File: config.mk
export PLATFORM = sky130hd
export DESIGN_NAME = smx_seq0_mux
export DESIGN_NICKNAME = d
export VERILOG_FILES = /design/src/smx_pkg.sv /design/src/smx_onehot.sv /design/src/smx_timer.sv /design/src/smx_seq0_mux.sv
export SDC_FILE = /design/constraint.sdc
export NUM_CORES = 1
export LEC_CHECK = 0
export BUFFER_PORTS_ARGS = -buffer_cell sky130_fd_sc_hd__buf_2
export CORE_ASPECT_RATIO = 0.5
export CORE_MARGIN = 2
export CORE_UTILIZATION = 35
export DETAILED_ROUTE_END_ITERATION = 8
export PLACE_DENSITY = 0.61
export SLEW_MARGIN = 20
export SYNTH_ARGS = -nofsm -noshare
export SYNTH_HDL_FRONTEND = slang
export SYNTH_SLANG_ARGS = --single-unit
File: constraint.sdc
create_clock -name clk_sys -period 4.8 [get_ports clk_sys]
set_input_delay 0.72 -clock clk_sys [delete_from_list [all_inputs] [get_ports clk_sys]]
set_output_delay 0.72 -clock clk_sys [all_outputs]
set_load 0.03 [all_outputs]
File: src/smx_pkg.sv
package smx_pkg;
    localparam int unsigned SMX_ADDR_W = 12;
    localparam int unsigned SMX_DATA_W = 32;
    localparam int unsigned SMX_SLOTS = 8;
    localparam int unsigned SMX_SEL_W = 2;
    localparam int unsigned SMX_FIELD_STRIDE = 4;
    localparam int unsigned SMX_FIELD_LSB0 = 0;
    localparam int unsigned SMX_SLOT_W = 3;
    localparam logic [11:0] SMX_OFF_INPUT_SELECT = 12'h040;
    localparam logic [11:0] SMX_OFF_PROC_TRIGGER = 12'h028;
    localparam logic [11:0] SMX_OFF_ENABLE = 12'h000;
    localparam logic [11:0] SMX_OFF_STATUS = 12'h004;
    localparam logic [31:0] SMX_RST_INPUT_SELECT = 32'h0000_0000;
    localparam logic [31:0] SMX_SEL_MASK = 32'h3333_3333;
    localparam int unsigned SMX_TRIG_BIT = 0;
    localparam int unsigned SMX_ENABLE_BIT = 0;
    localparam int unsigned SMX_SETTLE_NS = 16;
    localparam int unsigned SMX_CLK_MHZ = 125;
    localparam int unsigned SMX_SETTLE_CYC =
        (SMX_SETTLE_NS * SMX_CLK_MHZ + 999) / 1000;
    localparam int unsigned SMX_CONV_CYC = 16;

    typedef enum logic [2:0] {
        SMX_IDLE = 3'h1,
        SMX_SETTLE = 3'h2,
        SMX_CONVERT = 3'h4
    } smx_state_t;

    function automatic logic [1:0] smx_field(input logic [31:0] r,
                                             input logic [2:0] slot);
        logic [4:0] lsb;
        lsb = {slot, 2'h0};
        smx_field = r[lsb +: 2];
    endfunction : smx_field
endpackage : smx_pkg

File: src/smx_onehot.sv
`timescale 1ns/1ps
`default_nettype none
// Turns a pin number into a one-hot select for the analog switch.
module smx_onehot
    import smx_pkg::*;
#(
    parameter int unsigned SEL_W = 2
) (
    input wire logic [SEL_W-1:0] sel,
    output logic [(1<<SEL_W)-1:0] onehot
);
    always_comb begin
        onehot = '0;
        onehot[sel] = 1'b1;
    end
endmodule : smx_onehot
`default_nettype wire

File: src/smx_timer.sv
`timescale 1ns/1ps
`default_nettype none
// Down counter giving a one-cycle done pulse after a loaded count.
module smx_timer
    import smx_pkg::*;
#(
    parameter int unsigned CNT_W = 8
) (
    input wire logic clk_sys,
    input wire logic arst_n,
    input wire logic load,
    input wire logic [CNT_W-1:0] count,
    output logic done
);
    logic [CNT_W-1:0] cnt_q, cnt_d;
    logic run_q, run_d;

    always_comb begin
        cnt_d = cnt_q;
        run_d = run_q;
        done = 1'b0;
        if (load) begin
            cnt_d = count;
            run_d = 1'b1;
        end else if (run_q) begin
            if (cnt_q <= CNT_W'(1)) begin
                run_d = 1'b0;
                done = 1'b1;
            end else begin
                cnt_d = cnt_q - CNT_W'(1);
            end
        end
    end

    always_ff @(posedge clk_sys or negedge arst_n) begin
        if (!arst_n) begin
            cnt_q <= '0;
            run_q <= 1'b0;
        end else begin
            cnt_q <= cnt_d;
            run_q <= run_d;
        end
    end
endmodule : smx_timer
`default_nettype wire

File: src/smx_seq0_mux.sv
// Strobed register access was left to the implementer.
`timescale 1ns/1ps
`default_nettype none
// Notes on behaviour
// - One register holds the input choice for every slot of sequencer 0.
// - The register is 32 bits with eight 2-bit fields at every fourth bit.
// - Field bits 29:28 pick the input for the eighth sample.
// - A field value is the number of the analog pin sampled.
// - Reserved bits have no defined meaning and software must keep them.
// - All bits reset to zero; fields read-write, reserved bits read-only.
// - Field bits 1:0 serve the first sample, higher fields later ones.
// - Writing one to the trigger bit starts sequencer 0 when enabled.
module smx_seq0_mux
    import smx_pkg::*;
#(
    parameter int unsigned SLOTS = SMX_SLOTS,
    parameter int unsigned CONV_CYC = SMX_CONV_CYC
) (
    input wire logic clk_sys,
    input wire logic arst_n,
    input wire logic [SMX_ADDR_W-1:0] reg_addr,
    input wire logic [SMX_DATA_W-1:0] reg_wdata,
    input wire logic reg_wr,
    input wire logic reg_rd,
    output logic [SMX_DATA_W-1:0] reg_rdata,
    output logic [SMX_SEL_W-1:0] mux_sel,
    output logic [(1<<SMX_SEL_W)-1:0] mux_onehot,
    output logic [SMX_SLOT_W-1:0] cur_slot,
    output logic conv_start,
    output logic seq_busy
);
    logic [31:0] sel_q, sel_d;
    logic en_q, en_d;
    logic [31:0] rdata_q, rdata_d;
    smx_state_t st_q, st_d;
    logic [SMX_SLOT_W-1:0] slot_q, slot_d;
    logic [SMX_SEL_W-1:0] msel_q, msel_d;
    logic [(1<<SMX_SEL_W)-1:0] oh_q, oh_comb;
    logic start_q, start_d;
    logic busy_q;
    logic trig;
    logic tload;
    logic [7:0] tcount;
    logic tdone;

    assign trig = reg_wr && reg_addr == SMX_OFF_PROC_TRIGGER
        && reg_wdata[SMX_TRIG_BIT] && en_q;

    // Register file and read port.
    always_comb begin
        sel_d = sel_q;
        en_d = en_q;
        rdata_d = '0;
        if (reg_wr) begin
            if (reg_addr == SMX_OFF_INPUT_SELECT) begin
                // Reserved positions are not stored, so they stay zero.
                sel_d = reg_wdata & SMX_SEL_MASK;
            end else if (reg_addr == SMX_OFF_ENABLE) begin
                en_d = reg_wdata[SMX_ENABLE_BIT];
            end
        end
        if (reg_rd) begin
            if (reg_addr == SMX_OFF_INPUT_SELECT) begin
                rdata_d = sel_q;
            end else if (reg_addr == SMX_OFF_ENABLE) begin
                rdata_d = {31'h0, en_q};
            end else if (reg_addr == SMX_OFF_STATUS) begin
                rdata_d = {27'h0, slot_q, 1'b0, st_q != SMX_IDLE};
            end else begin
                rdata_d = '0;
            end
        end
    end

    always_ff @(posedge clk_sys or negedge arst_n) begin
        if (!arst_n) begin
            sel_q <= SMX_RST_INPUT_SELECT;
            en_q <= 1'b0;
            rdata_q <= '0;
        end else begin
            sel_q <= sel_d;
            en_q <= en_d;
            rdata_q <= rdata_d;
        end
    end

    // Slot stepper: settle one cycle with the select applied, then convert.
    always_comb begin
        st_d = st_q;
        slot_d = slot_q;
        msel_d = msel_q;
        start_d = 1'b0;
        tload = 1'b0;
        tcount = 8'(CONV_CYC);
        case (st_q)
            SMX_IDLE: begin
                if (trig) begin
                    slot_d = '0;
                    msel_d = smx_field(sel_q, 3'h0);
                    st_d = SMX_SETTLE;
                end
            end
            SMX_SETTLE: begin
                start_d = 1'b1;
                tload = 1'b1;
                st_d = SMX_CONVERT;
            end
            SMX_CONVERT: begin
                if (tdone) begin
                    if (slot_q == SMX_SLOT_W'(SLOTS - 1)) begin
                        st_d = SMX_IDLE;
                    end else begin
                        slot_d = slot_q + 3'h1;
                        // Next field, up to bits 29:28 for slot seven.
                        msel_d = smx_field(sel_q, slot_q + 3'h1);
                        st_d = SMX_SETTLE;
                    end
                end
            end
            default: st_d = SMX_IDLE;
        endcase
    end

    always_ff @(posedge clk_sys or negedge arst_n) begin
        if (!arst_n) begin
            st_q <= SMX_IDLE;
            slot_q <= '0;
            msel_q <= '0;
            start_q <= 1'b0;
            oh_q <= '0;
            busy_q <= 1'b0;
        end else begin
            // Registered from the next state so the port comes off a flop.
            busy_q <= st_d != SMX_IDLE;
            st_q <= st_d;
            slot_q <= slot_d;
            msel_q <= msel_d;
            start_q <= start_d;
            oh_q <= oh_comb;
        end
    end

    smx_onehot #(.SEL_W(SMX_SEL_W)) u_onehot (
        .sel(msel_d),
        .onehot(oh_comb)
    );

    smx_timer #(.CNT_W(8)) u_timer (
        .clk_sys(clk_sys),
        .arst_n(arst_n),
        .load(tload),
        .count(tcount),
        .done(tdone)
    );

    assign reg_rdata = rdata_q;
    assign mux_sel = msel_q;
    assign mux_onehot = oh_q;
    assign cur_slot = slot_q;
    assign conv_start = start_q;
    assign seq_busy = busy_q;
endmodule : smx_seq0_mux
`default_nettype wire

=== Yosys cells after proc, flatten, opt, wreduce, memory -nomap -nowiden ===
Index checks and enable logic that the tools add are counted.

* Register bits: 72
* Input bits: 48
* Output and inout port bits: 43

* Multiplexer cells: 28
* Order comparisons: 3
* Equal/unequal tests: 13
* Reductions and logical operators: 11
* Shifts and indexed selects: 1
* Add/sub/neg operators: 2
* Bitwise operators: 1

{| class="wikitable"
|+ Operator list
! kind !! number
|-
| 30-bit two-way mux || 2
|-
| 32-bit by 6-bit indexed part select with 2-bit output || 1
|-
| 8-bit two-way mux || 3
|-
| 3-bit two-way mux || 5
|-
| 12-bit by 3-bit equality test with 1-bit output, second input constant || 1
|-
| 12-bit by 6-bit equality test with 1-bit output, second input constant || 1
|-
| 12-bit by 7-bit equality test with 1-bit output, second input constant || 1
|-
| 12-bit logical NOT || 1
|-
| 5-bit two-way mux || 2
|-
| 3-bit case mux with 3 select lines || 1
|-
| 8-bit by 1-bit less-or-equal comparator with 1-bit output, second input constant || 1
|-
| 1-bit two-way mux || 8
|-
| 2-bit two-way mux || 4
|-
| 2-bit inequality test, second input constant || 4
|-
| 8-bit by 1-bit subtractor with 8-bit output, second input constant || 1
|-
| 3-bit equality test, second input constant || 2
|-
| 3-bit by 1-bit inequality test with 1-bit output, second input constant || 2
|-
| 3-bit case mux with 2 select lines || 1
|-
| 1-bit logical AND || 4
|-
| 2-bit case mux with 2 select lines || 1
|-
| 2-bit AND reduction || 2
|-
| 4-bit AND reduction || 1
|-
| 2-bit nonzero test || 2
|-
| 3-bit by 1-bit adder with 3-bit output, second input constant || 1
|-
| other kinds (7) || 7
|}

=== Depth between registers and ports, before layout ===
Gate-level depths: netlist of run 1.

* Word-level depth: 10
* Mapped depth: 7
* Depth with buffers taken out: 7

=== Modules after synthesis ===
Synthesis of run 1 repeated with hierarchy kept, for this count alone.

* Cell total of the unflattened synthesis: 227
* Area, all modules: 2767.7 µm²

{| class="wikitable"
|+ Modules (own cells, without submodules)
! module !! instances !! seq. area each (µm²) !! cells an instance !! area each (µm²)
|-
| smx_seq0_mux || 1 || 1227.4 || 159 || 2169.6
|-
| smx_timer || 1 || 225.2 || 64 || 571.8
|-
| smx_onehot || 1 || 0.0 || 4 || 26.3
|}

=== Worst setup path after synthesis of run 1 ===
OpenSTA, ideal clock, no wires.

* Kind: register to register
* Start point: register slot_q[0] (netlist: cur_slot[0])
* End point: register oh_q[3] (netlist: mux_onehot[3])
* Slack: 2.430 ns
* Data arrival time: 2.251 ns
* Period minus slack after synthesis: 2.370 ns
* Cell stages (with the launch flop): 8
* Setup time: 0.119 ns
* Data required time: 4.681 ns
* Cell sequence: dfrtp_1 -> ha_1 -> ha_1 -> mux4_2 -> mux2i_1 -> nor4_1 -> a221o_1 -> and2_1

* Longest elaborated chain between the ends: 9

{| class="wikitable"
|+ Ends and longest elaborated chain
! element !! RTL line !! RTL
|-
| start: declaration || smx_seq0_mux.sv:36 || <nowiki>logic [SMX_SLOT_W-1:0] slot_q, slot_d;</nowiki>
|-
| start signal: assignment || smx_seq0_mux.sv:136 || <nowiki>slot_q <= slot_d;</nowiki>
|-
| 3-bit by 1-bit adder with 3-bit output || smx_seq0_mux.sv:115 || <nowiki>msel_d = smx_field(sel_q, slot_q + 3'h1);</nowiki>
|-
| 32-bit by 6-bit indexed part select with 2-bit output || smx_pkg.sv:33 || <nowiki>smx_field = r[lsb +: 2];</nowiki>
|-
| 2-bit two-way mux * || smx_seq0_mux.sv:110 || <nowiki>if (slot_q == SMX_SLOT_W'(SLOTS - 1)) begin</nowiki>
|-
| 2-bit two-way mux * || smx_seq0_mux.sv:109 || <nowiki>if (tdone) begin</nowiki>
|-
| 2-bit case mux with 2 select lines * || smx_seq0_mux.sv:95 || <nowiki>case (st_q)</nowiki>
|-
| via msel_d[0] || smx_seq0_mux.sv:37 || <nowiki>logic [SMX_SEL_W-1:0] msel_q, msel_d;</nowiki>
|-
| 2-bit by 3-bit less-than comparator with 1-bit output (implied by the code) / 2-bit by 1-bit greater-or-equal comparator with 1-bit output (equally long branches) || smx_onehot.sv:14 || <nowiki>onehot[sel] = 1'b1;</nowiki>
|-
| 1-bit logical AND (implied by the code) || smx_onehot.sv:14 ||
|-
| 1-bit two-way mux (implied by the code) || smx_onehot.sv:14 ||
|-
| 1-bit demux with 2-bit select * || n/a ||
|-
| via oh_comb[3] || smx_seq0_mux.sv:38 || <nowiki>logic [(1<<SMX_SEL_W)-1:0] oh_q, oh_comb;</nowiki>
|-
| end signal: assignment || smx_seq0_mux.sv:139 || <nowiki>oh_q <= oh_comb;</nowiki>
|-
| end: declaration || smx_seq0_mux.sv:38 ||
|}

The timed path passes the listed nets; every way through them passes the cells marked *.
A chain may end at the register's enable or synchronous reset.

=== Worst setup path after layout of run 1 ===
Same ends and word-level chain as after synthesis.

==> metrics.md, run 1 <==
| Metric | Value |
|---|---|
| Dpl cell area | `about 3000 um^2` |
| Final min period | `2610 ps` |
| Crit. Startpoint | `cur_slot[0]$_DFFE_PN0P_` |
| Worst path arrival time | `around 2800 ps` |
| Initial Util | `0.362` |
| Post-synthesis sequential area ratio | `0.548` |
| Max Buffers Root-to-Sink | `2` |
| Worst vdd ir | `0.000160 V` |
| Crit path buffers/inverters | `0` |
| Max Clk Rate | `383 MHz` |
| DR vias/cell | `~4.7` |
| CTS clock-pin slew for the worst setup and hold paths | `50 ps` |
| Final Util | `0.452` |
| Root buf cell | `clkbuf_16` |
| CP Data Required Time | `approximately 5000 ps` |
| Post-Syn Area | `2650 um^2` |
| PD cells | `about 350 nW/um^2` |
| Fillers | `just under 700` |
| Core area | `7320 um^2` |
| Clk Latency, worst-skew pair | `330 ps` |
| DP HPWL | `3760 um` |
| Synth Flop Type | `dfrtp_1` |
| Syn Inst Count | `206` |
| Vias in the first global route | `between 1,500 and 2,000` |
| CP max-delay cell | `mux4_2` |
| Crit start category | `flop` |
| Routability cong. | `0.779` |
| Largest delay share family, worst path | `multiplexers` |
| Final Hold Fails | `0` |
| Setup slack, reg-to-reg | `2190 ps` |
| Largest family of logic cells by synthesized area | `simple AND/OR/NAND/NOR gates` |
| Initial antenna violation count | `0` |
| R2R depth | `7` |
| Post-synth EDFFs | `0` |
| Max H-tree Level | `3` |
| Final setup viols | `0` |
| Cell seen most often among critical-path stages | `ha_1` |
| Cell Chain, Critical Path | `ha_1 -> ha_1 -> mux4_2 -> mux2i_1 -> nor4_1 -> a221o_1 -> and2_1` |
| Slew at the pin closest to its max-slew limit | `710 ps` |
| Simple-gate share of the synthesized area | `0.171` |
| Setup TNS | `0 ps` |
| CTS Hold Bufs | `0` |
| Synth warn | `0` |
| Antenna Cells | `0` |
| Wire length per cell | `14.1 um` |
| Crit path largest cell delay | `540 ps` |
| Outcome | `finished clean` |
| CTS tree | `done` |
| Rel. slew slack | `0.527` |
| DRT Wirelength | `5260 um` |
| Number of setup buffers added after CTS | `0` |
| RR Startpoint | `cur_slot[0]$_DFFE_PN0P_` |
| Total gr overflow | `0` |
| DR iter-0 viols | `124` |
| Vias | `between 1,500 and 2,000` |
| Nets | `~320` |
| Endpoint class of the critical path | `flop` |
| TritonRoute pass-1 iters | `4` |
| First-pass GRT wire length | `8760 um` |
| Cts bufs inserted | `9` |
| Netlist cell types | `~50` |
| I/O Buffers | `60` |
| Die H | `65.6 um` |
| Layout cells sized above 1 | `0.390` |
| Cell Rows | `22` |
| Max cap viols | `0` |
| CTS Sinks | `58` |
| Hold crit path type | `in2async` |
| Synth Area in Compound Gates | `0.0505` |
| Pins Over Slew Limit | `0` |
| Part of the cycle the worst path needs | `0.544` |
| Routed Antenna Nets | `0` |
| Skew final | `8.89 ps` |
| Seq cells post-synth | `58` |
| Asr flop ratio synth | `1.00` |
| Static Leak | `1.79 nW` |
| Largest net degree at the start of global routing | `between 50 and 60` |
| Critical path class | `reg2reg` |
| Adder-cell share of the synthesized area | `0.0189` |
| Die area | `8330 um^2` |
| RSZ-0062 raised after global routing | `no` |
| Total Routing Usage GR | `0.139` |
| Post-Synth XOR/XNOR Area | `0.0231` |
| Io pins | `91` |
| CP Max Fanout | `9` |
| Post-synthesis mux area share | `0.132` |
| Post-route design area | `3310 um^2` |
| Residual DRC | `0` |
| Cts repair resizes | `0` |
| Area growth from synthesis to layout | `24.7%` |
| Die extent in x | `127 um` |
| End of the worst register-to-register path | `mux_onehot[3]$_DFF_PN0_` |
| Syn Area/Cell | `12.9 um^2` |
[state kept, by name, indices dropped and copies added (netlist names)]
register and cells:
mux_sel 2, sel_q 16, conv_start 1, seq_busy 1, cur_slot 3, u_timer.cnt_q 8, st_q 3, mux_onehot 4
u_timer.run_q 1, en_q 1, reg_rdata 18
[report_power, final]
group	internal, W	switching (W)
Clock	0.000415	0.000223
Sequential	0.000490	0.000000507
Combinational	0.0000123	0.0000318
Total	0.000917	0.000256
[how the worst max path moves through the flow]
stage | endpoint | slack [ps] | depth (start not counted)
2_1_floorplan | mux_onehot[3]$_DFF_PN0_ | 2430 | 7
3_3_place_gp | sel_q[21]$_DFFE_PN0P_ | 2060 | 6
3_5_place_dp | sel_q[28]$_DFFE_PN0P_ | 2040 | 6
4_1_cts | mux_onehot[3]$_DFF_PN0_ | 2170 | 7
5_1_grt | mux_onehot[3]$_DFF_PN0_ | 2040 | 7
6_report | mux_onehot[3]$_DFF_PN0_ | 2190 | 7
[cells by family (layout without fill, tap and decap cells)]
| family | Yosys count | in the layout |
|---|---|---|
| multiplexers | 24 | 24 |
| flip-flops | 58 | 58 |
| adder cells (fa/ha/maj) | 4 | 4 |
| XOR/XNOR | 7 | 7 |
| AO/OA/AOI/OAI | 17 | 17 |
| buffers and inverters | 23 | 81 |
| other | 1 | 14 |
| AND/OR/NAND/NOR | 72 | 72 |
[stage by stage]
step | total power (W) | setup WS, ps | hold slack (ps) | instances
2_1_floorplan | 0.000526 | 2430 | 424 | 219
3_3_place_gp | 0.000543 | 2060 | 506 | 357
3_5_place_dp | 0.000544 | 2040 | 516 | 357
4_1_cts | 0.00119 | 2170 | 528 | 373
5_1_grt | 0.00121 | 2040 | 548 | 373
6_report | 0.00117 | 2190 | 525 | 373
[cells in the mapped netlist, types with 3 or more instances]
cell / n / area, um^2
nand2_1: 9 / 33.8
mux2_2: 8 / 90.1
nor2_1: 13 / 48.8
and3_1: 16 / 100
nand3_1: 3 / 15.0
nor3b_1: 3 / 22.5
dfrtp_1: 57 / 1430
ha_1: 4 / 50.1
mux2_4: 10 / 150
inv_1: 4 / 15.0
and2_1: 4 / 25.0
clkbuf_1: 3 / 11.3
nor2b_1: 3 / 18.8
mux4_2: 4 / 90.1
o21ai_0: 3 / 15.0
buf_4: 14 / 105
nor4_1: 5 / 31.3
xnor2_1: 5 / 43.8
[layer usage]
layer  GRT usage  wire length, um  vias up
li1            -                -      843
met1       0.168             2340      873
met2       0.226             2620       35
met3      0.0529              221        7
met4      0.0577               73        0
met5           0                0        -
[cell usage in the layout (no fill, tap or decap), types with 3 or more instances in the layout]
cell type	count
and2_1	4
dfrtp_1	57
clkbuf_16	9
xnor2_1	5
mux2_2	8
nor2_1	13
o21ai_0	3
inv_1	4
buf_2	60
conb_1	14
nor2b_1	3
ha_1	4
nand3_1	3
clkinvlp_4	3
and3_1	16
mux2_4	10
nand2_1	9
nor4_1	5
mux4_2	4
[worst reg2reg max path, cell delays in order (launching register included)]
cell and delay (ps):
dfrtp_1 530, ha_1 280, ha_1 420, mux4_2 550, mux2i_1 170, nor4_1 60, a221o_1 320, and2_1 180
[final cells by class]
cell class	instances	area, um^2	share of cell area
timing repair buffer	61	308	0.0931
clock inverter	6	66.3	0.0201
multi-input combinational	138	1110	0.334
sequential	58	1450	0.439
inverter	4	15.0	0.00454
tap	96	120	0.0363
clock buffer	10	239	0.0723
(Power assumes the default switching activity.)
==> inputs of run 2 (changes only) <==
--- a/config.mk
+++ b/config.mk
@@ -10,7 +10,7 @@
 export CORE_MARGIN = 2
 export CORE_UTILIZATION = 35
 export DETAILED_ROUTE_END_ITERATION = 8
-export PLACE_DENSITY = 0.61
+export PLACE_DENSITY = 0.63
 export SLEW_MARGIN = 20
 export SYNTH_ARGS = -nofsm -noshare
 export SYNTH_HDL_FRONTEND = slang
==> constraint.sdc (replaced) <==
create_clock -name clk_sys -period 2.3 [get_ports clk_sys]
set_input_delay 0.345 -clock clk_sys [delete_from_list [all_inputs] [get_ports clk_sys]]
set_output_delay 0.345 -clock clk_sys [all_outputs]
set_load 0.03 [all_outputs]
==> metrics.md, run 2 (same netlist as run 1, synthesis figures left out) <==
| Metric | Value |
|---|---|
| Initial antenna violation count | `0` |
| Max Buffers Root-to-Sink | `2` |
| Fillers | `689` |
| Core area | `7320 um^2` |
| Clk Latency, worst-skew pair | `around 320 ps` |
| Routability cong. | `0.824` |
| Cell Chain, Critical Path | `ha_2 -> ha_4 -> mux4_2 -> mux2i_1 -> nor4_1 -> a221o_1 -> and2_1` |
| Crit start category | `flop` |
| Root buf cell | `clkbuf_16` |
| Pint | `~0.002 W` |
| Part of the cycle the worst path needs | `0.974` |
| Final min period | `2240 ps` |
| Static Leak | `about 1.8 nW` |
| Residual DRC | `0` |
| Antenna Cells | `0` |
| Area growth from synthesis to layout | `26.8%` |
| Vias in the first global route | `1,838` |
| Crit path buffers/inverters | `0` |
| Max H-tree Level | `3` |
| PD cells | `around 730 nW/um^2` |
| Sequential share of power | `0.418` |
| Met3 Use GR | `0.0407` |
| Die area | `8330 um^2` |
| Nets | `330` |
| Largest register FFs | `18` |
| Most common cell after layout, fill and taps aside | `buf_2` |
| Combinational power share | `0.038` |
| First-pass GRT wire length | `8990 um` |
| Final hold slack | `156 ps` |
| Worst vdd ir | `0.000378 V` |
| Total gr overflow | `0` |
| Slew at the pin closest to its max-slew limit | `a little over 700 ps` |
| CTS Sinks | `58` |
| Outcome | `finished clean` |
| Largest delay share family, worst path | `multiplexers` |
| Io pins | `just over 90` |
| Vias | `1,794` |
| Die extent in x | `127 um` |
| Switching part of the total | `0.198` |
| Layout cells sized above 1 | `0.408` |
| Max cap viols | `0` |
| GR peak layer | `met2` |
| Max Clk Rate | `446 MHz` |
| Worst path arrival time | `between 2000 and 2500 ps` |
| Routed Antenna Nets | `0` |
| Initial Util | `0.362` |
| CP max-delay cell | `mux4_2` |
| DR vias/cell | `4.75` |
| Met2 Use GR | `0.240` |
| Cell Rows | `22` |
| Die H | `65.6 um` |
| Final Hold Fails | `0` |
| Grt met1 use | `0.168` |
| Endpoint class of the critical path | `flop` |
| TritonRoute pass-1 iters | `4` |
| Skew final | `7.03 ps` |
| Pins Over Slew Limit | `0` |
| CTS tree | `done` |
| CTS Hold Bufs | `0` |
| Switching power of the nets | `between 0.0004 and 0.0005 W` |
| Wire length per cell | `14.6 um` |
| Multi-input logic area | `1120 um^2` |
| CP Max Fanout | `5` |
| DP HPWL | `4010 um` |
| Total Routing Usage GR | `0.141` |
| Final setup viols | `0` |
| Critical path class | `reg2reg` |
| I/O Buffers | `60` |
| DRT Wirelength | `5520 um` |
| Largest net degree at the start of global routing | `59` |
| Reg area | `between 1000 and 1500 um^2` |
| DR iter-0 viols | `100` |
| CTS clock-pin slew for the worst setup and hold paths | `about 50 ps` |
| Most frequent cells in the layout | `buf_2 (60), dfrtp_1 (55), and3_1 (16), conb_1 (14), nor2_1 (13)` |
| Crit path largest cell delay | `510 ps` |
| Hold crit path type | `in2async` |
| Cts bufs inserted | `9` |
| Rel. slew slack | `0.519` |
| Clock share of power | `0.544` |
| CP Data Required Time | `2510 ps` |
| Tot Pwr | `0.00245 W` |
run 2: cell types whose count changed in the layout (fill, tap and decap cells not counted):
cell | previous run | this run
dfrtp_1 | 57 | 55
buf_4 | 1 | 7
clkinvlp_4 | 3 | 0
clkbuf_1 | 0 | 1
ha_2 | 0 | 1
ha_4 | 0 | 1
nor3b_1 | 2 | 3
ha_1 | 4 | 2
nor3b_2 | 1 | 0
clkbuf_8 | 1 | 3
dfrtp_2 | 0 | 2
clkinv_4 | 1 | 0
run 2: layout make-up:
type                       instances  share of cell area
timing repair buffer              67               0.105
clock buffer                      13              0.0803
inverter                           4             0.00446
tap                               96              0.0357
clock inverter                     2              0.0104
multi-input combinational        138               0.332
sequential                        58               0.433
run 2: worst paths after layout:
check                                         from                       to  slack, ps  cells after the start
max                        cur_slot[0]$_DFFE_PN0P_  mux_onehot[3]$_DFF_PN0_         60                      7
min                                         arst_n   reg_rdata[8]$_DFF_PN0_        160                      2
max reg2reg                cur_slot[0]$_DFFE_PN0P_  mux_onehot[3]$_DFF_PN0_         60                      7
min reg2reg                   sel_q[8]$_DFFE_PN0P_     sel_q[8]$_DFFE_PN0P_        530                      1
max in group asynchronous                   arst_n  cur_slot[0]$_DFFE_PN0P_       1610                      2
min in group clk_sys                  reg_wdata[5]     sel_q[5]$_DFFE_PN0P_        250                      2
run 2: routing by layer:
layer | wire [um] | vias up
met5 | 0 | -
met4 | 110 | 0
met3 | 204 | 11
met2 | 2780 | 41
met1 | 2430 | 887
li1 | - | 855
run 2: worst register-to-register path: stages, from the launching register on:
cell	delay, ps
dfrtp_2	400
ha_2	200
ha_4	290
mux4_2	510
mux2i_1	180
nor4_1	70
a221o_1	320
and2_1	180
run 2: power groups by stage:
stage	Combinational (W)	Sequential, W	Clock, W
after global placement	0.0000920	0.00104	0
after CTS	0.0000945	0.00102	0.00137
final	0.0000928	0.00103	0.00133
after detailed placement	0.0000946	0.00104	0
after floorplan	0.0000570	0.00104	0
after global routing	0.000102	0.00102	0.00141
run 2: repair_timing:
item / 4_1_cts / 5_1_grt
setup buffers: 0 / 0
endpoints found under the setup margin: 0 / 3
resized for setup: 0 / 1
run 2: through the flow:
step	TNS (ps)	setup WS (ps)	utilization	cells	cell area [um^2]
after floorplan	0	47.9	-	219	2720
after global placement	0	32.8	0.417	363	3060
after detailed placement	0	24.1	0.417	363	3060
after CTS	0	25.6	0.459	378	3360
after global routing	-5.82	-5.82	0.460	378	3360
final	0	58.7	0.460	378	3360
